$ cat config.mk
export PLATFORM = sky130hd
export DESIGN_NAME = bws_bridge_window_status_regs
export DESIGN_NICKNAME = d
export VERILOG_FILES = /design/src/logic/bws_pkg.sv /design/src/logic/bws_bridge_window_status_regs.sv /design/src/logic/bws_range_match.sv /design/src/logic/bws_status_flag.sv
export VERILOG_INCLUDE_DIRS = /design/src /design/src/logic
export SDC_FILE = /design/constraint.sdc
export NUM_CORES = 1
export LEC_CHECK = 0
export BUFFER_PORTS_ARGS = -buffer_cell sky130_fd_sc_hd__clkbuf_2
export CAP_MARGIN = 20
export CORE_ASPECT_RATIO = 0.5
export CORE_UTILIZATION = 40
export CTS_BUF_LIST = sky130_fd_sc_hd__clkbuf_4 sky130_fd_sc_hd__clkbuf_8
export DETAILED_ROUTE_END_ITERATION = 8
export PLACE_DENSITY_LB_ADDON = 0.25
export SLEW_MARGIN = 40
export SYNTH_ARGS = -nofsm -noshare
export SYNTH_HDL_FRONTEND = slang
export SYNTH_HIERARCHICAL = 1
export SYNTH_SLANG_ARGS = --single-unit
$ cat constraint.sdc
create_clock -name clk -period 1.7 [get_ports clk]
set_input_delay 0.34 -clock clk [delete_from_list [all_inputs] [get_ports clk]]
set_output_delay 0.34 -clock clk [all_outputs]
set_load 0.005 [all_outputs]
$ cat src/logic/bws_regs.svh
// Offsets, field positions, reset values and constants of the bridge window registers.
// Assumes byte addressing on a 32-bit Wishbone slave, one aligned word per register.
`ifndef BWS_REGS_SVH
`define BWS_REGS_SVH

// ----------------------------------------------------------------
// Register offsets
// ----------------------------------------------------------------
`define BWS_OFF_IO_STATUS 8'h1c
`define BWS_OFF_MEM_WINDOW 8'h20

// ----------------------------------------------------------------
// Field positions and constants
// ----------------------------------------------------------------
`define BWS_IO_DECODE_32 4'h1
`define BWS_IO_BASE_RESET 4'h0
`define BWS_IO_LIMIT_RESET 4'h0
`define BWS_MEM_BASE_RESET 12'h000
`define BWS_MEM_LIMIT_RESET 12'h000
`define BWS_IO_LOW_ZERO 12'h000
`define BWS_IO_LOW_ONES 12'hfff
`define BWS_MEM_LOW_ZERO 20'h00000
`define BWS_MEM_LOW_ONES 20'hfffff
`define BWS_BIT_PARITY 24
`define BWS_BIT_SYS_ERR 30
`define BWS_BIT_POISON 31
`define BWS_WORD_ZERO 32'h00000000

`endif

$ cat src/logic/bws_pkg.sv
// Types shared by the bridge window and status register block.
// Assumes nothing of its surroundings.
package bws_pkg;

    // ----------------------------------------------------------------
    // Types
    // ----------------------------------------------------------------
    typedef logic [31:0] bws_word_t;
    typedef enum logic {BWS_IDLE, BWS_ACK} bws_bus_state_t;

endpackage : bws_pkg

$ cat src/logic/bws_bridge_window_status_regs.sv
// Bridge I/O and memory window registers and secondary status flags, Wishbone slave.
// Assumes a classic Wishbone master that holds its request until ack, and
// one-cycle event pulses from the port logic, all on clk.
//
// Decided for this implementation: the Wishbone slave port.
`timescale 1ns/1ps
`include "bws_regs.svh"
module bws_bridge_window_status_regs
    import bws_pkg::*;
(
    // Clock and reset
    input wire logic clk,
    input wire logic nrst,
    // Wishbone slave
    input wire logic wb_cyc_i,
    input wire logic wb_stb_i,
    input wire logic wb_we_i,
    input wire logic [7:0] wb_adr_i,
    input wire logic [3:0] wb_sel_i,
    input wire bws_word_t wb_dat_i,
    output bws_word_t wb_dat_o,
    output logic wb_ack_o,
    // Upper I/O window halves and control enables
    input wire logic [15:0] ioBaseUpper,
    input wire logic [15:0] ioLimitUpper,
    input wire logic parityRespEn,
    input wire logic serrEn,
    // Secondary side events, one-cycle pulses
    input wire logic evParityErr,
    input wire logic evCplAbortSent,
    input wire logic evCplAbortRcvd,
    input wire logic evUnsupRcvd,
    input wire logic evErrMsgSent,
    input wire logic evPoisonRcvd,
    // Transaction to decode
    input wire logic txnValid,
    input wire logic txnIsIo,
    input wire bws_word_t txnAddr,
    // Forwarding decision, one cycle later
    output logic ioFwdValid,
    output logic ioFwd,
    output logic memFwdValid,
    output logic memFwd
);

    // ----------------------------------------------------------------
    // Bus slave
    // ----------------------------------------------------------------
    bws_bus_state_t busState;
    bws_bus_state_t next_busState;
    logic next_ack;
    bws_word_t next_dat;
    logic commitWr;
    logic hitIo;
    logic hitMem;
    bws_word_t ioStatusWord;
    bws_word_t memWord;

    assign hitIo = (wb_adr_i == `BWS_OFF_IO_STATUS);
    assign hitMem = (wb_adr_i == `BWS_OFF_MEM_WINDOW);
    // Writes land on the edge the master samples ack
    assign commitWr = wb_ack_o && wb_cyc_i && wb_stb_i && wb_we_i;

    // Ack one cycle after the request, dropped the cycle after
    always_comb begin
        next_busState = busState;
        next_ack = 1'b0;
        next_dat = wb_dat_o;
        unique case (busState)
            BWS_IDLE: begin
                if (wb_cyc_i && wb_stb_i) begin
                    next_busState = BWS_ACK;
                    next_ack = 1'b1;
                    // Unmapped offsets read as zero and still ack
                    if (hitIo) begin
                        next_dat = ioStatusWord;
                    end else if (hitMem) begin
                        next_dat = memWord;
                    end else begin
                        next_dat = `BWS_WORD_ZERO;
                    end
                end
            end
            BWS_ACK: begin
                next_busState = BWS_IDLE;
            end
        endcase
    end

    always_ff @(posedge clk or negedge nrst) begin
        if (!nrst) begin
            busState <= BWS_IDLE;
            wb_ack_o <= 1'b0;
            wb_dat_o <= `BWS_WORD_ZERO;
        end else begin
            busState <= next_busState;
            wb_ack_o <= next_ack;
            wb_dat_o <= next_dat;
        end
    end

    // ----------------------------------------------------------------
    // Window registers
    // ----------------------------------------------------------------
    logic [3:0] ioBase;
    logic [3:0] ioLimit;
    logic [11:0] memBase;
    logic [11:0] memLimit;
    logic [3:0] next_ioBase;
    logic [3:0] next_ioLimit;
    logic [11:0] next_memBase;
    logic [11:0] next_memLimit;

    // Byte lanes gate each field; read-only nibbles have no storage
    always_comb begin
        next_ioBase = ioBase;
        next_ioLimit = ioLimit;
        next_memBase = memBase;
        next_memLimit = memLimit;
        if (commitWr && hitIo) begin
            if (wb_sel_i[0]) begin
                next_ioBase = wb_dat_i[7:4];
            end
            if (wb_sel_i[1]) begin
                next_ioLimit = wb_dat_i[15:12];
            end
        end
        if (commitWr && hitMem) begin
            // Field spans two lanes; a partial write updates only its own bits
            if (wb_sel_i[0]) begin
                next_memBase[3:0] = wb_dat_i[7:4];
            end
            if (wb_sel_i[1]) begin
                next_memBase[11:4] = wb_dat_i[15:8];
            end
            if (wb_sel_i[2]) begin
                next_memLimit[3:0] = wb_dat_i[23:20];
            end
            if (wb_sel_i[3]) begin
                next_memLimit[11:4] = wb_dat_i[31:24];
            end
        end
    end

    always_ff @(posedge clk or negedge nrst) begin
        if (!nrst) begin
            ioBase <= `BWS_IO_BASE_RESET;
            ioLimit <= `BWS_IO_LIMIT_RESET;
            memBase <= `BWS_MEM_BASE_RESET;
            memLimit <= `BWS_MEM_LIMIT_RESET;
        end else begin
            ioBase <= next_ioBase;
            ioLimit <= next_ioLimit;
            memBase <= next_memBase;
            memLimit <= next_memLimit;
        end
    end

    // ----------------------------------------------------------------
    // Secondary status flags
    // ----------------------------------------------------------------
    logic clrByte3;
    logic flParity;
    logic flSigAbort;
    logic flRcvAbort;
    logic flRcvUnsup;
    logic flSysErr;
    logic flPoison;

    assign clrByte3 = commitWr && hitIo && wb_sel_i[3];

    // Parity flag cannot set while response is disabled
    bws_status_flag #(.CLEARABLE(1'b1)) u_parity (
        .clk(clk),
        .nrst(nrst),
        .setEvt(evParityErr && parityRespEn),
        .clrWr(clrByte3 && wb_dat_i[`BWS_BIT_PARITY]),
        .flag(flParity)
    );

    // Abort flags are read-only, cleared by reset alone
    bws_status_flag #(.CLEARABLE(1'b0)) u_sig_abort (
        .clk(clk),
        .nrst(nrst),
        .setEvt(evCplAbortSent),
        .clrWr(1'b0),
        .flag(flSigAbort)
    );

    bws_status_flag #(.CLEARABLE(1'b0)) u_rcv_abort (
        .clk(clk),
        .nrst(nrst),
        .setEvt(evCplAbortRcvd),
        .clrWr(1'b0),
        .flag(flRcvAbort)
    );

    bws_status_flag #(.CLEARABLE(1'b0)) u_rcv_unsup (
        .clk(clk),
        .nrst(nrst),
        .setEvt(evUnsupRcvd),
        .clrWr(1'b0),
        .flag(flRcvUnsup)
    );

    bws_status_flag #(.CLEARABLE(1'b1)) u_sys_err (
        .clk(clk),
        .nrst(nrst),
        .setEvt(evErrMsgSent && serrEn),
        .clrWr(clrByte3 && wb_dat_i[`BWS_BIT_SYS_ERR]),
        .flag(flSysErr)
    );

    bws_status_flag #(.CLEARABLE(1'b1)) u_poison (
        .clk(clk),
        .nrst(nrst),
        .setEvt(evPoisonRcvd),
        .clrWr(clrByte3 && wb_dat_i[`BWS_BIT_POISON]),
        .flag(flPoison)
    );

    // Read words; hardwired zeros for legacy timing bits
    assign ioStatusWord = {flPoison, flSysErr, flRcvUnsup, flRcvAbort, flSigAbort,
                           2'b00, flParity, 1'b0, 1'b0, 1'b0, 5'b00000,
                           ioLimit, `BWS_IO_DECODE_32, ioBase, `BWS_IO_DECODE_32};
    assign memWord = {memLimit, 4'h0, memBase, 4'h0};

    // ----------------------------------------------------------------
    // Window decode
    // ----------------------------------------------------------------
    bws_word_t ioBottom;
    bws_word_t ioTop;
    bws_word_t memBottom;
    bws_word_t memTop;

    // Upper halves of the I/O window come from outside
    assign ioBottom = {ioBaseUpper, ioBase, `BWS_IO_LOW_ZERO};
    assign ioTop = {ioLimitUpper, ioLimit, `BWS_IO_LOW_ONES};
    assign memBottom = {memBase, `BWS_MEM_LOW_ZERO};
    assign memTop = {memLimit, `BWS_MEM_LOW_ONES};

    bws_range_match u_io_match (
        .clk(clk),
        .nrst(nrst),
        .valid(txnValid && txnIsIo),
        .addr(txnAddr),
        .bottom(ioBottom),
        .top(ioTop),
        .hitValid(ioFwdValid),
        .hit(ioFwd)
    );

    bws_range_match u_mem_match (
        .clk(clk),
        .nrst(nrst),
        .valid(txnValid && !txnIsIo),
        .addr(txnAddr),
        .bottom(memBottom),
        .top(memTop),
        .hitValid(memFwdValid),
        .hit(memFwd)
    );

    // ----------------------------------------------------------------
    // Checks
    // ----------------------------------------------------------------
    property p_io_indicator;
        @(posedge clk) disable iff (!nrst)
        (wb_cyc_i && wb_stb_i && !wb_ack_o && hitIo) |=>
            (wb_ack_o && wb_dat_o[3:0] == 4'h1 && wb_dat_o[11:8] == 4'h1);
    endproperty
    a_io_indicator: assert property (p_io_indicator)
        else $error("I/O decode indicator not 1h");

    property p_legacy_zero;
        @(posedge clk) disable iff (!nrst)
        (wb_ack_o && hitIo) |-> (!wb_dat_o[21] && !wb_dat_o[23] && wb_dat_o[26:25] == 2'b00);
    endproperty
    a_legacy_zero: assert property (p_legacy_zero)
        else $error("legacy status bits not zero");

    property p_io_base_write;
        @(posedge clk) disable iff (!nrst)
        (commitWr && hitIo && wb_sel_i[0]) |=> (ioBase == $past(wb_dat_i[7:4]));
    endproperty
    a_io_base_write: assert property (p_io_base_write)
        else $error("I/O base write lost");

    property p_parity_gated;
        @(posedge clk) disable iff (!nrst)
        $rose(flParity) |-> ($past(evParityErr) && $past(parityRespEn));
    endproperty
    a_parity_gated: assert property (p_parity_gated)
        else $error("parity flag set without enabled event");

    property p_abort_sticky;
        @(posedge clk) disable iff (!nrst)
        (flSigAbort || flRcvAbort || flRcvUnsup) |=>
            (flSigAbort >= $past(flSigAbort) && flRcvAbort >= $past(flRcvAbort)
             && flRcvUnsup >= $past(flRcvUnsup));
    endproperty
    a_abort_sticky: assert property (p_abort_sticky)
        else $error("read-only abort flag cleared");

    property p_serr_gated;
        @(posedge clk) disable iff (!nrst)
        $rose(flSysErr) |-> ($past(evErrMsgSent) && $past(serrEn));
    endproperty
    a_serr_gated: assert property (p_serr_gated)
        else $error("system error flag set without enable");

    property p_ack_one_cycle;
        @(posedge clk) disable iff (!nrst)
        (wb_cyc_i && wb_stb_i && !wb_ack_o) |=> wb_ack_o ##1 !wb_ack_o;
    endproperty
    a_ack_one_cycle: assert property (p_ack_one_cycle)
        else $error("ack timing wrong");

endmodule : bws_bridge_window_status_regs

$ cat src/logic/bws_range_match.sv
// Registered address window compare: hit when bottom <= addr <= top.
// Assumes addr, bottom and top are stable in the cycle valid is high.
`timescale 1ns/1ps
module bws_range_match
    import bws_pkg::*;
(
    // Clock and reset
    input wire logic clk,
    input wire logic nrst,
    // Request
    input wire logic valid,
    input wire bws_word_t addr,
    input wire bws_word_t bottom,
    input wire bws_word_t top,
    // Answer
    output logic hitValid,
    output logic hit
);

    logic next_hitValid;
    logic next_hit;

    // Window compare, one cycle of latency
    always_comb begin
        next_hitValid = valid;
        next_hit = valid && (addr >= bottom) && (addr <= top);
    end

    always_ff @(posedge clk or negedge nrst) begin
        if (!nrst) begin
            hitValid <= 1'b0;
            hit <= 1'b0;
        end else begin
            hitValid <= next_hitValid;
            hit <= next_hit;
        end
    end

    property p_in_range_forwards;
        @(posedge clk) disable iff (!nrst)
        (valid && addr >= bottom && addr <= top) |=> (hit && hitValid);
    endproperty
    a_in_range_forwards: assert property (p_in_range_forwards)
        else $error("address inside window not forwarded");

    property p_out_of_range_blocked;
        @(posedge clk) disable iff (!nrst)
        (valid && (addr < bottom || addr > top)) |=> !hit;
    endproperty
    a_out_of_range_blocked: assert property (p_out_of_range_blocked)
        else $error("address outside window forwarded");

endmodule : bws_range_match

$ cat src/logic/bws_status_flag.sv
// One sticky status flag, optionally write-one-to-clear.
// Assumes setEvt and clrWr are one-cycle pulses in the clk domain.
`timescale 1ns/1ps
module bws_status_flag
    import bws_pkg::*;
#(
    parameter bit CLEARABLE = 1'b1
)
(
    // Clock and reset
    input wire logic clk,
    input wire logic nrst,
    // Set and clear
    input wire logic setEvt,
    input wire logic clrWr,
    // Flag
    output logic flag
);

    logic next_flag;

    // Set beats clear so no event is lost
    always_comb begin
        next_flag = setEvt || (flag && !(CLEARABLE && clrWr));
    end

    always_ff @(posedge clk or negedge nrst) begin
        if (!nrst) begin
            flag <= 1'b0;
        end else begin
            flag <= next_flag;
        end
    end

    property p_set_wins;
        @(posedge clk) disable iff (!nrst)
        setEvt |=> flag;
    endproperty
    a_set_wins: assert property (p_set_wins)
        else $error("set event lost");

    property p_clear_or_hold;
        @(posedge clk) disable iff (!nrst)
        (flag && !setEvt) |=> (flag == !(CLEARABLE && $past(clrWr)));
    endproperty
    a_clear_or_hold: assert property (p_clear_or_hold)
        else $error("flag clear or hold wrong");

endmodule : bws_status_flag
* Yosys cells after proc, flatten, opt, wreduce, memory -nomap -nowiden
Index checks and enable logic that the tools add are counted.
** Word-level totals
- Output and inout port bits :: 37
- Bits in registers :: 76
** Cells by class
- Equality and inequality tests :: 2
- Multiplexer cells :: 5
- Reduce and logical (&&, ||, !) cells :: 38
- Bitwise gates (word level) :: 1
- Magnitude comparators :: 4
** Operator list (count)
- $ge A32 B32 Y1 :: 2
- $le A32 B32 Y1 :: 2
- $mux W32 :: 2
- $logic_and A1 B1 Y1 :: 21
- $reduce_and A2 Y1 :: 7
- $eq A8 B5 Y1 const B :: 1
- $eq A8 B6 Y1 const B :: 1
- $logic_or A1 B1 Y1 :: 6
- $logic_not A1 Y1 :: 4
- $mux W1 :: 2
- $pmux W1 S2 :: 1
- $not A1 Y1 :: 1

* Logic depth before layout (Yosys ltp)
Gate-level depths: netlist of run 1.
- Word-level depth :: 9
- Gate-level depth with buffers :: 8

* Cells and area by module
The synthesis of run 1 kept the hierarchy.
** By module, submodules not included
- bws_bridge_window_status_regs :: cells each 172, times used 1, area an instance 2517.4 µm²
- bws_range_match at u_mem_match :: cells each 225, times used 1, area an instance 1665.3 µm²
- bws_range_match at u_io_match :: cells each 225, times used 1, area an instance 1654.1 µm²
- bws_status_flag at u_parity ... :: cells each 3, times used 3, area an instance 36.3 µm²
- bws_status_flag at u_rcv_abort ... :: cells each 2, times used 3, area an instance 31.3 µm²

* Worst setup path before layout of run 1
OpenSTA, ideal clock, no wires.
- Kind :: reg2reg
- Start :: register memBase[5]
- End :: register u_mem_match.hit
- Data required time :: 1.560 ns
- Arrival time :: 1.642 ns
- Cell stages (with the launch flop) :: 9
- Setup slack :: -0.082 ns
- Path buffers :: 0
- Path through :: dfrtp_1 inv_1 ha_1 a21o_1 a221o_1 a221oi_1 o21ai_0 a21oi_1 a311oi_1
** Between the ends
- Longest elaborated chain between the ends :: 3
** RTL lines
- start, declared :: RTL line bws_bridge_window_status_regs.sv:107 : logic [11:0] memBase;
- start signal, assigned :: RTL line bws_bridge_window_status_regs.sv:149 : memBase <= `BWS_MEM_BASE_RESET;
- start signal, assigned :: RTL line bws_bridge_window_status_regs.sv:154 : memBase <= next_memBase;
- $ge A32 B32 Y1 :: RTL line bws_range_match.sv:26 : next_hit = valid && (addr >= bottom) && (addr <= top);
- $logic_and A1 B1 Y1 (2 in a row) :: RTL line bws_range_match.sv:26
- via u_mem_match.next_hit :: RTL line bws_range_match.sv:21 : logic next_hit;
- end signal, assigned :: RTL line bws_range_match.sv:35 : hit <= next_hit;
- end, declared :: RTL line bws_range_match.sv:17 : output logic hit
The timed path passes the listed nets, and every way through them passes these cells.
A chain may end at the register's enable or synchronous reset.

* Worst setup path in the final report of run 1
- Start :: register memBase[7]
- End :: register u_mem_match.hit
The elaborated chain is that of the path after synthesis.

==> results of run 1 <==
-- layout make-up --
| type | instances | area, µm² | area share |
|---|---|---|---|
| multi-input combinational | 491 | 4170 | 0.504 |
| sequential | 68 | 1700 | 0.206 |
| timing repair buffer | 231 | 1450 | 0.175 |
| inverter | 133 | 502 | 0.0607 |
| tap | 198 | 248 | 0.0300 |
| clock buffer | 9 | 124 | 0.0150 |
| clock inverter | 7 | 75.1 | 0.00908 |
-- synth_stat cells (2+ instances only) --
library cell | number | area, µm²
clkbuf_1 | 3 | 11.3
o21a_1 | 2 | 15.0
and2_1 | 12 | 75.1
a21oi_1 | 38 | 190
and2_0 | 7 | 43.8
a2111o_1 | 3 | 33.8
o21ai_0 | 14 | 70.1
nor3_1 | 2 | 10.0
a21oi_2 | 2 | 17.5
mux2_2 | 32 | 360
dfrtp_1 | 68 | 1700
a221o_2 | 13 | 146
nand3_1 | 16 | 80.1
inv_1 | 133 | 499
conb_1 | 2 | 7.51
buf_6 | 3 | 33.8
ha_1 | 128 | 1600
buf_4 | 8 | 60.1
nand2b_1 | 3 | 18.8
and3_1 | 5 | 31.3
a21o_1 | 20 | 150
o31ai_1 | 4 | 30.0
o21ai_2 | 2 | 17.5
nand2_1 | 22 | 82.6
nand4_2 | 2 | 25.0
or2_1 | 5 | 31.3
nor4_1 | 4 | 25.0
a311oi_1 | 2 | 17.5
and4_1 | 6 | 52.6
nor2b_1 | 5 | 31.3
nor2_1 | 12 | 45.0
nand4_1 | 21 | 131
a211oi_1 | 4 | 30.0
a22o_2 | 9 | 90.1
a31oi_1 | 3 | 18.8
a211oi_2 | 2 | 25.0
a221oi_1 | 4 | 35.0
a221o_1 | 3 | 30.0
-- cell families (layout without fill, tap and decap cells) --
family / after synthesis / after routing / synth area share
muxes: 32 / 32 / 0.0597
DFF: 68 / 68 / 0.282
buffers and inverters: 147 / 380 / 0.100
and+or+nand+nor: 131 / 131 / 0.134
AOI/OAI and AO/OA: 129 / 129 / 0.158
adders and majority gates: 128 / 128 / 0.265
other: 2 / 71 / 0.00124
-- power groups by stage --
stage	sequential, µW	clock (µW)	combinational [µW]
final	1630	1360	1040
after global routing	1630	1470	1200
after CTS	1630	1410	1020
after detailed placement	1660	0	998
after global placement	1660	0	961
after floorplan	1660	0	530
-- final timing paths --
kind	depth (start not counted)	to	slack (ps)
worst max-delay path	8	u_mem_match/hit	-240
worst min-delay path	2	ioBase[0]	-2
worst max register to register	8	u_mem_match/hit	-240
worst min register to register	1	u_sig_abort/flag	480
max in group asynchronous	2	memLimit[1]	1390
min in group clk	2	u_sig_abort/flag	160
-- flip-flops by register name, indices dropped and copies added (netlist names), 4 cells and up --
register  flops
wb_dat_o     25
memBase      12
memLimit     12
ioBase        4
ioLimit       4
-- stage by stage --
stage	utilization	hold slack, ps	instances	instance area, µm²	setup slack [ps]
2_1_floorplan	-	44.4	706	6340	-23.7
3_3_place_gp	0.543	394	1120	7920	-399
3_5_place_dp	0.543	394	1120	7920	-436
4_1_cts	0.564	2.28	1137	8230	-226
5_1_grt	0.567	26.5	1137	8270	-309
6_report	0.567	-2.33	1137	8270	-242
-- critical path, delay by kind of cell (launching register included) --
kind                     cells  cell delay [ps]
AO/OA/AOI/OAI                5              980
AND/OR/NAND/NOR              1              150
buffers and inverters        1               90
adder cells (fa/ha/maj)      1              200
flip-flops                   1              400
-- metal layers --
metal / global-route usage / share of wire / wire, µm
met2: 0.373 / 0.48 / 7350
met3: 0.0348 / 0.035 / 545
met5: 0 / 0 / 0
met1: 0.266 / 0.47 / 7310
met4: 0.0585 / 0.013 / 200
-- timing repair --
item                                    in CTS  in global routing
hold endpoints to repair                     0                  0
resized for setup                           16                  9
endpoints found under the setup margin       2                  2
setup buffers                                1                  0
pin swaps                                    9                  8
==> metrics.yaml, run 1 <==
sta:
  final_max_slew_viol_count: 0
  setup_slack_ps: -242
  clock.fmax_ghz: 0.515
  skew_ps: 14.2
  worst_hold_slack_ps: -2.33
  setup_viol: 2
  report.final.hold_viol_count: 1
  rsz0062_at_grt: "true"
  fin_crit_sh: 1.14
  fin_setup_tns_ps: -250
  period_minus_slack_ps: 1940
synth:
  synth_edf_count: 0
  ys_warn_count: 6
  syn_inst: 637
  yosysUniqueCellTypes: 51
  syn_area_mm2: 0.00604
  synthArstFlopShare: 1.00
  ys.flop_type: "dfrtp_1"
  ys_seq_elements: 68
  ys_seq_area_frac: 0.282
  syn_area_per_cell_um2: 9.48
cts:
  clk_pin_slew_worst_paths_ps: 80
  cts-hold-fix-buffers: 0
  cts_tree: "built"
  ctsHtreeMaxLevel: 3
  clock_path_buffers: 2
  clk_latency_ps: 360
  clock-sinks: 68
  clockRootBuffer: "clkbuf_8"
  cts_buffers: 9
floorplanning:
  chipHeight_um: 88.9
  dieArea_mm2: 0.0156
  ioPinCount: 160
  die_w_um: 176
  core_area_mm2: 0.0146
  start_util: 0.414
  row_count: 31
power_and_ir_drop:
  p_leak_uw: 0.00465
  irDropWorstVdd_uv: 465
  p_sw_uw: 1220
  comb_power_share: 0.258
  p_seq_frac: 0.404
  internal-power_uw: 2810
  p_clk_frac: 0.338
  netSwitchingFraction: 0.303
  power.total_uw: 4030
  p_per_area_mw_per_mm2: 488
detailed_routing:
  vias: 5422
  drc: 0
  wire_per_inst_um: 13.6
  detail-route-antenna-nets: 0
  dr.pass1.iters: 4
  drt_iter0_drc: 207
  wirelength_mm: 15.4
  viasPerCell: 4.77
cells_and_area:
  final_common_cell: "clkbuf_2"
  layout_common_cells: "clkbuf_2 (142), inv_1 (127), ha_1 (120)"
  nNetsFinal: 1185
  fill_cells: 1327
  post_route_cells_drive_above_1_share: 0.368
  n_antenna_cell: 0
  syn2layout_area_growth_pct: 36.9
status:
  status: "finished, violations left"
  violations: "negative hold slack, negative setup slack"
worst_setup_path:
  crit_type: "flip-flop to flip-flop"
  slowest_stage: "dfrtp_1"
  worst_ep_arrival_time_ps: 2180
  critPathMaxStageDelay_ps: 400
  cp-start-kind: "flip-flop"
  path_cells: "inv_2 > ha_4 > and2_4 > a221o_1 > a221oi_2 > o21ai_1 > a21oi_2 > a311oi_1"
  critical_path.max_fanout: 2
  crit_start: "memBase[7]"
  worstPathRequired_ps: 1940
  end_kind: "flip-flop"
  r2r_start: "memBase[7]"
grt:
  grt_overflow_total: 0
  antenna_found_initial: 0
  grt_max_degree: 69
  grt_pass1_wl_mm: 25.5
  global_route.usage.total: 0.210
  first_global_vias: 5468
placed_design:
  dp_hpwl_mm: 12.8
  port_buffers: 144
  globalplace.congestion: 0.853
run:
  maxCapViolCount: 0
worst_hold_path:
  hold_path_class: "input pin to asynchronous set/reset pin"
Note: power is estimated with default switching activity, not from simulation.
==> run 2, diff against run 1 <==
MAX_ROUTING_LAYER = met4   (was default)
clock period = 1.6 ns   (was 1.7 ns; I/O delays follow)
==> run 2 against run 1 <==
Compared with the run above: the run ends with negative setup slack left; clock power is 4% lower; cell count is 1.8% higher; count of clock-buffer cells in the layout is 1 higher; wire length is 1.2% higher; combinational power is 9% higher; utilization is 0.57 points higher; sequential share of layout area is 0.21 points lower; non-clock buffer count is 20 higher; largest power group unchanged; setup slack worse by 82 ps; cell area is 1.0% higher.
==> metrics.yaml, run 2 (synthesis gave the netlist of run 1 again) <==
worst_setup_path:
  worst_ep_arrival_time_ps: 2140  # was 2180 ps
  slowest_stage: "dfrtp_1"  # unchanged
  rr_worst_depth: 8  # unchanged
  critical_path.max_fanout: 2  # unchanged
  path_cells: "inv_2 > ha_4 > and2_4 > a221o_1 > a221oi_2 > o21ai_1 > a21oi_1 > a311oi_1"  # was inv_2 > ha_4 > and2_4 > a221o_1 > a221oi_2 > o21ai_1 > a21oi_2 > a311oi_1
  critPathMaxStageDelay_ps: 400  # about the same
  cp-start-kind: "flip-flop"  # unchanged
  worstPathRequired_ps: 1810  # was 1940 ps
  crit_type: "flip-flop to flip-flop"  # unchanged
  end_kind: "flip-flop"  # unchanged
floorplanning:
  start_util: 0.414  # unchanged
  die_w_um: 176  # unchanged
  core_area_mm2: 0.0146  # unchanged
  row_count: 31  # unchanged
  dieArea_mm2: 0.0156  # unchanged
  chipHeight_um: 88.9  # unchanged
  ioPinCount: 160  # unchanged
cells_and_area:
  final_common_cell: "clkbuf_2"  # unchanged
  nNetsFinal: 1205  # was 1185
  largest_register: "wb_dat_o"  # unchanged
  n_antenna_cell: 0  # unchanged
  syn2layout_area_growth_pct: 38.3  # was 36.9%
  fin_cells: 1157  # was 1137
  final_util: 0.573  # was 0.567
  layout_common_cells: "clkbuf_2 (143), inv_1 (127), ha_1 (122)"  # was clkbuf_2 (142), inv_1 (127), ha_1 (120)
  post_route_cells_drive_above_1_share: 0.371  # was 0.368
  largest_reg_flops: 25  # unchanged
  top_regs: "wb_dat_o (25), memBase (12), memLimit (12)"  # unchanged
status:
  violations: "negative setup slack"  # was negative hold slack, negative setup slack
  status: "finished, violations left"  # unchanged
worst_hold_path:
  hold_path_class: "input pin to flip-flop"  # was input pin to asynchronous set/reset pin
  hold_path_depth: 2
sta:
  setup_slack_ps: -324  # was -242 ps
  rsz0062_at_grt: "true"  # unchanged
  period_minus_slack_ps: 1920  # was 1940 ps
  clock.fmax_ghz: 0.520  # was 0.515 GHz
  setup_viol: 2  # unchanged
  worst_hold_slack_ps: 141  # was -2.33 ps
  fin_crit_sh: 1.20  # was 1.14
  skew_ps: 18.5  # was 14.2 ps
  report.final.hold_viol_count: 0  # was 1
  final_max_slew_viol_count: 0  # unchanged
placed_design:
  port_buffers: 144  # unchanged
  globalplace.congestion: 0.838  # was 0.853
  pre_cts_slack_ps: -534  # was -436 ps
  dp_hpwl_mm: 13.0  # was 12.8 mm
  post-place-cells: 1138  # was 1120
detailed_routing:
  drc: 0  # unchanged
  wirelength_mm: 15.6  # was 15.4 mm
  vias: 5512  # was 5422
  drt_iter0_drc: 155  # was 207
  detail-route-antenna-nets: 0  # unchanged
  viasPerCell: 4.76  # was 4.77
  dr.pass1.iters: 4  # unchanged
  wire_per_inst_um: 13.5  # was 13.6 µm
grt:
  grt_pass1_wl_mm: 25.4  # was 25.5 mm
  grt_max_degree: 69  # unchanged
  antenna_found_initial: 0  # unchanged
  first_global_vias: 5373  # was 5468
  global_route.usage.total: 0.216  # was 0.210
  grt_overflow_total: 0  # unchanged
power_and_ir_drop:
  irDropWorstVdd_uv: 342  # was 465 µV
  p_per_area_mw_per_mm2: 499  # was 488 mW/mm²
  power.total_uw: 4170  # was 4030 µW
  p_leak_uw: 0.00474  # was 0.00465 µW
cts:
  clock-sinks: 68  # unchanged
  clockRootBuffer: "clkbuf_8"  # unchanged
  ctsHtreeMaxLevel: 3  # unchanged
  cts_tree: "built"  # unchanged
  clk_pin_slew_worst_paths_ps: 90  # was 80 ps
  clock_path_buffers: 2  # unchanged
  clk_latency_ps: 350  # was 360 ps
  cts_buffers: 9  # unchanged
run:
  maxCapViolCount: 0  # unchanged
run 2: path summary, 6_finish.rpt:
check / from / end / slack (ps)
setup reg to reg: memBase[6] / u_mem_match/hit / -320
hold reg to reg: u_sig_abort/flag / u_sig_abort/flag / 480
hold / removal: evCplAbortRcvd / u_rcv_abort/flag / 140
max in group asynchronous: nrst / wb_dat_o[20] / 770
setup / recovery: memBase[6] / u_mem_match/hit / -320
min in group asynchronous: nrst / ioBase[0] / 530
run 2: metal layers:
metal,part of all wire,global-route usage,vias up
met5,0,-,-
met4,0.015,0.0601,0
met3,0.036,0.0361,16
met2,0.47,0.367,113
met1,0.48,0.268,2552
li1,-,-,2831
run 2: cell type report:
type	instances	area, µm²
Tap cell	198	248
Multi-Input combinational cell	491	4120
Timing Repair Buffer	251	1590
Clock inverter	6	48.8
Sequential cell	68	1700
Inverter	133	514
Fill cell	1330	6230
Clock buffer	10	131
run 2: what timing repair did:
item | in CTS | in global routing
hold buffers | 1 | 0
gates resized for setup | 9 | 5
pin swaps | 5 | 4
buffers inserted | 2 | 0
endpoints found under the hold margin | 46 | 0
setup endpoints to repair | 2 | 2
run 2: power breakdown:
part,total (µW),switching [µW],internal (µW)
logic,1130,572,559
clock network,1310,719,590
registers,1730,4.72,1730
run 2: critical path: cells and delay by family (launching register included):
family                   cells  cell delay [ps]
adder cells (fa/ha/maj)      1              190
AND/OR/NAND/NOR              1              150
buffers and inverters        1               80
AO/OA/AOI/OAI                5              980
flip-flops                   1              400
run 2: stage by stage:
stage	cell area, µm²	TNS [ps]
finish	8350	-459
CTS	8330	-507
detailed placement	8070	-5800
floorplan	6360	-135
global placement	8070	-5480
global route	8350	-719
==> run 3, diff against run 2 <==
SKIP_CTS_REPAIR_TIMING = 1   (was default)
==> run 3 against run 2 <==
Compared with the run above: the flow still finishes with violations (negative setup slack); die area stayed put; register-to-register slack worse by 80 ps; power is 0.28% higher; via count is 0.31% lower; highest routed layer unchanged; worst hold slack worse by 4.1 ps; flip-flop and latch count stayed put; cell area hardly changed; wire length is 0.33% higher; largest cell class unchanged.
==> metrics.yaml, run 3 (synthesis gave the netlist of run 1 again) <==
status:
  status: "finished, violations left"  # unchanged
  violations: "negative setup slack"  # unchanged
worst_setup_path:
  crit_type: "flip-flop to flip-flop"  # unchanged
  worst_ep_arrival_time_ps: 2220  # was 2140 ps
  worstPathRequired_ps: 1820  # was 1810 ps
  worst-r2r-setup-slack_ps: -400  # was -320 ps
  critical_path.max_fanout: 2  # unchanged
  r2r_start: "memBase[7]"  # was memBase[6]
  rr_worst_depth: 8  # unchanged
  regToRegEndpoint: "u_mem_match/hit"  # unchanged
  cp-start-kind: "flip-flop"  # unchanged
  end_kind: "flip-flop"  # unchanged
worst_hold_path:
  min_from: "evCplAbortRcvd"  # unchanged
  hold_path_class: "input pin to flip-flop"  # unchanged
  min_to: "u_rcv_abort/flag"  # unchanged
  hold_path_depth: 2  # unchanged
grt:
  first_global_vias: 5342  # was 5373
  grt_pass1_wl_mm: 25.3  # was 25.4 mm
  grt_overflow_total: 0  # unchanged
  antenna_found_initial: 0  # unchanged
  grt_max_degree: 69  # unchanged
  global_route.usage.total: 0.215  # was 0.216
detailed_routing:
  wirelength_mm: 15.6  # about the same
  drt_iter0_drc: 141  # was 155
  drc: 0  # unchanged
  wire_per_inst_um: 13.5  # about the same
  vias: 5495  # was 5512
  dr.pass1.iters: 4  # unchanged
  detail-route-antenna-nets: 0  # unchanged
  viasPerCell: 4.75  # was 4.76
sta:
  final_max_slew_viol_count: 0  # unchanged
  setup_slack_ps: -402  # was -324 ps
  clock.fmax_ghz: 0.500  # was 0.520 GHz
  fin_setup_tns_ps: -561  # was -459 ps
  skew_ps: 18.4  # was 18.5 ps
  period_minus_slack_ps: 2000  # was 1920 ps
  fin_crit_sh: 1.25  # was 1.20
  rsz0062_at_grt: "true"  # unchanged
  setup_viol: 2  # unchanged
  report.final.hold_viol_count: 0  # unchanged
floorplanning:
  start_util: 0.414  # unchanged
  row_count: 31  # unchanged
  chipHeight_um: 88.9  # unchanged
  core_area_mm2: 0.0146  # unchanged
  ioPinCount: 160  # unchanged
  dieArea_mm2: 0.0156  # unchanged
  die_w_um: 176  # unchanged
cells_and_area:
  fill_cells: 1329  # was 1330
  top_regs: "wb_dat_o (25), memBase (12), memLimit (12)"  # unchanged
  n_antenna_cell: 0  # unchanged
  post_route_cells_drive_above_1_share: 0.371  # about the same
  layout_common_cells: "clkbuf_2 (143), inv_1 (129), ha_1 (123)"  # was clkbuf_2 (143), inv_1 (127), ha_1 (122)
  multiInputGateArea_mm2: 0.00413  # was 0.00412 mm²
  largest_register: "wb_dat_o"  # unchanged
  nNetsFinal: 1204  # was 1205
  syn2layout_area_growth_pct: 38.3  # about the same
  final_util: 0.573  # about the same
  seqCellArea_mm2: 0.00170  # unchanged
  final_common_cell: "clkbuf_2"  # unchanged
  largest_reg_flops: 25  # unchanged
cts:
  cts_buffers: 9  # unchanged
  clock_path_buffers: 2  # unchanged
  clk_pin_slew_worst_paths_ps: 90  # about the same
  clockRootBuffer: "clkbuf_8"  # unchanged
  clk_latency_ps: 360  # was 350 ps
  cts_tree: "built"  # unchanged
  clock-sinks: 68  # unchanged
  ctsHtreeMaxLevel: 3  # unchanged
placed_design:
  port_buffers: 144  # unchanged
  globalplace.congestion: 0.838  # unchanged
  dp_hpwl_mm: 13.0  # unchanged
power_and_ir_drop:
  p_per_area_mw_per_mm2: 501  # was 499 mW/mm²
  p_leak_uw: 0.00474  # about the same
  irDropWorstVdd_uv: 343  # was 342 µV
run:
  maxCapViolCount: 0  # unchanged
==> run 3: critical path, cell delays in order, from the launching register on <==
cell	delay, ps
dfrtp_1	390
inv_1	110
ha_4	210
and2_1	140
a221o_1	330
a221oi_2	330
o21ai_1	150
a21oi_1	140
a311oi_1	60
==> run 3: how the worst max path moves through the flow <==
| stage | cells past startpoint | slack, ps | from | endpoint |
|---|---|---|---|---|
| final | 8 | -400 | memBase[7] | u_mem_match/hit |
| after global routing | 8 | -460 | memBase[5] | u_mem_match/hit |
| after CTS | 8 | -450 | memBase[7] | u_mem_match/hit |
| after detailed placement | 8 | -530 | txnAddr[27] | u_mem_match/hit |
| after global placement | 8 | -540 | txnAddr[27] | u_mem_match/hit |
| after floorplan | 8 | -120 | memBase[5] | u_mem_match/hit |
==> run 3: final cells by class <==
class | count | area share
clock inverters | 6 | 0.00584
multi-input cells | 491 | 0.494
well taps | 198 | 0.0297
inverters | 133 | 0.0616
repair buffers | 250 | 0.189
flip-flops and latches | 68 | 0.204
clock buffers | 10 | 0.0157
==> run 3: stage by stage <==
step           setup WS [ps]  hold WS, ps  power (µW)  area, µm²  instances
6_report                -402          137        4180       8350       1156
3_3_place_gp            -543          370        2830       8070       1138
2_1_floorplan           -124         24.4        2330       6360        706
4_1_cts                 -452        -11.3        4190       8250       1154
3_5_place_dp            -534          376        2860       8070       1138
5_1_grt                 -459          127        4470       8350       1156
==> run 3: metal layers <==
layer,global-route usage,routed length (µm)
met5,-,0
met4,0.0601,231
met3,0.0361,520
met2,0.364,7340
met1,0.268,7550
==> run 3: power breakdown <==
group / switching [µW] / leakage [µW] / internal, µW
clock: 723 / 0.0000825 / 590
sequential: 4.70 / 0.000915 / 1730
combinational: 580 / 0.00374 / 560
total: 1310 / 0.00474 / 2880
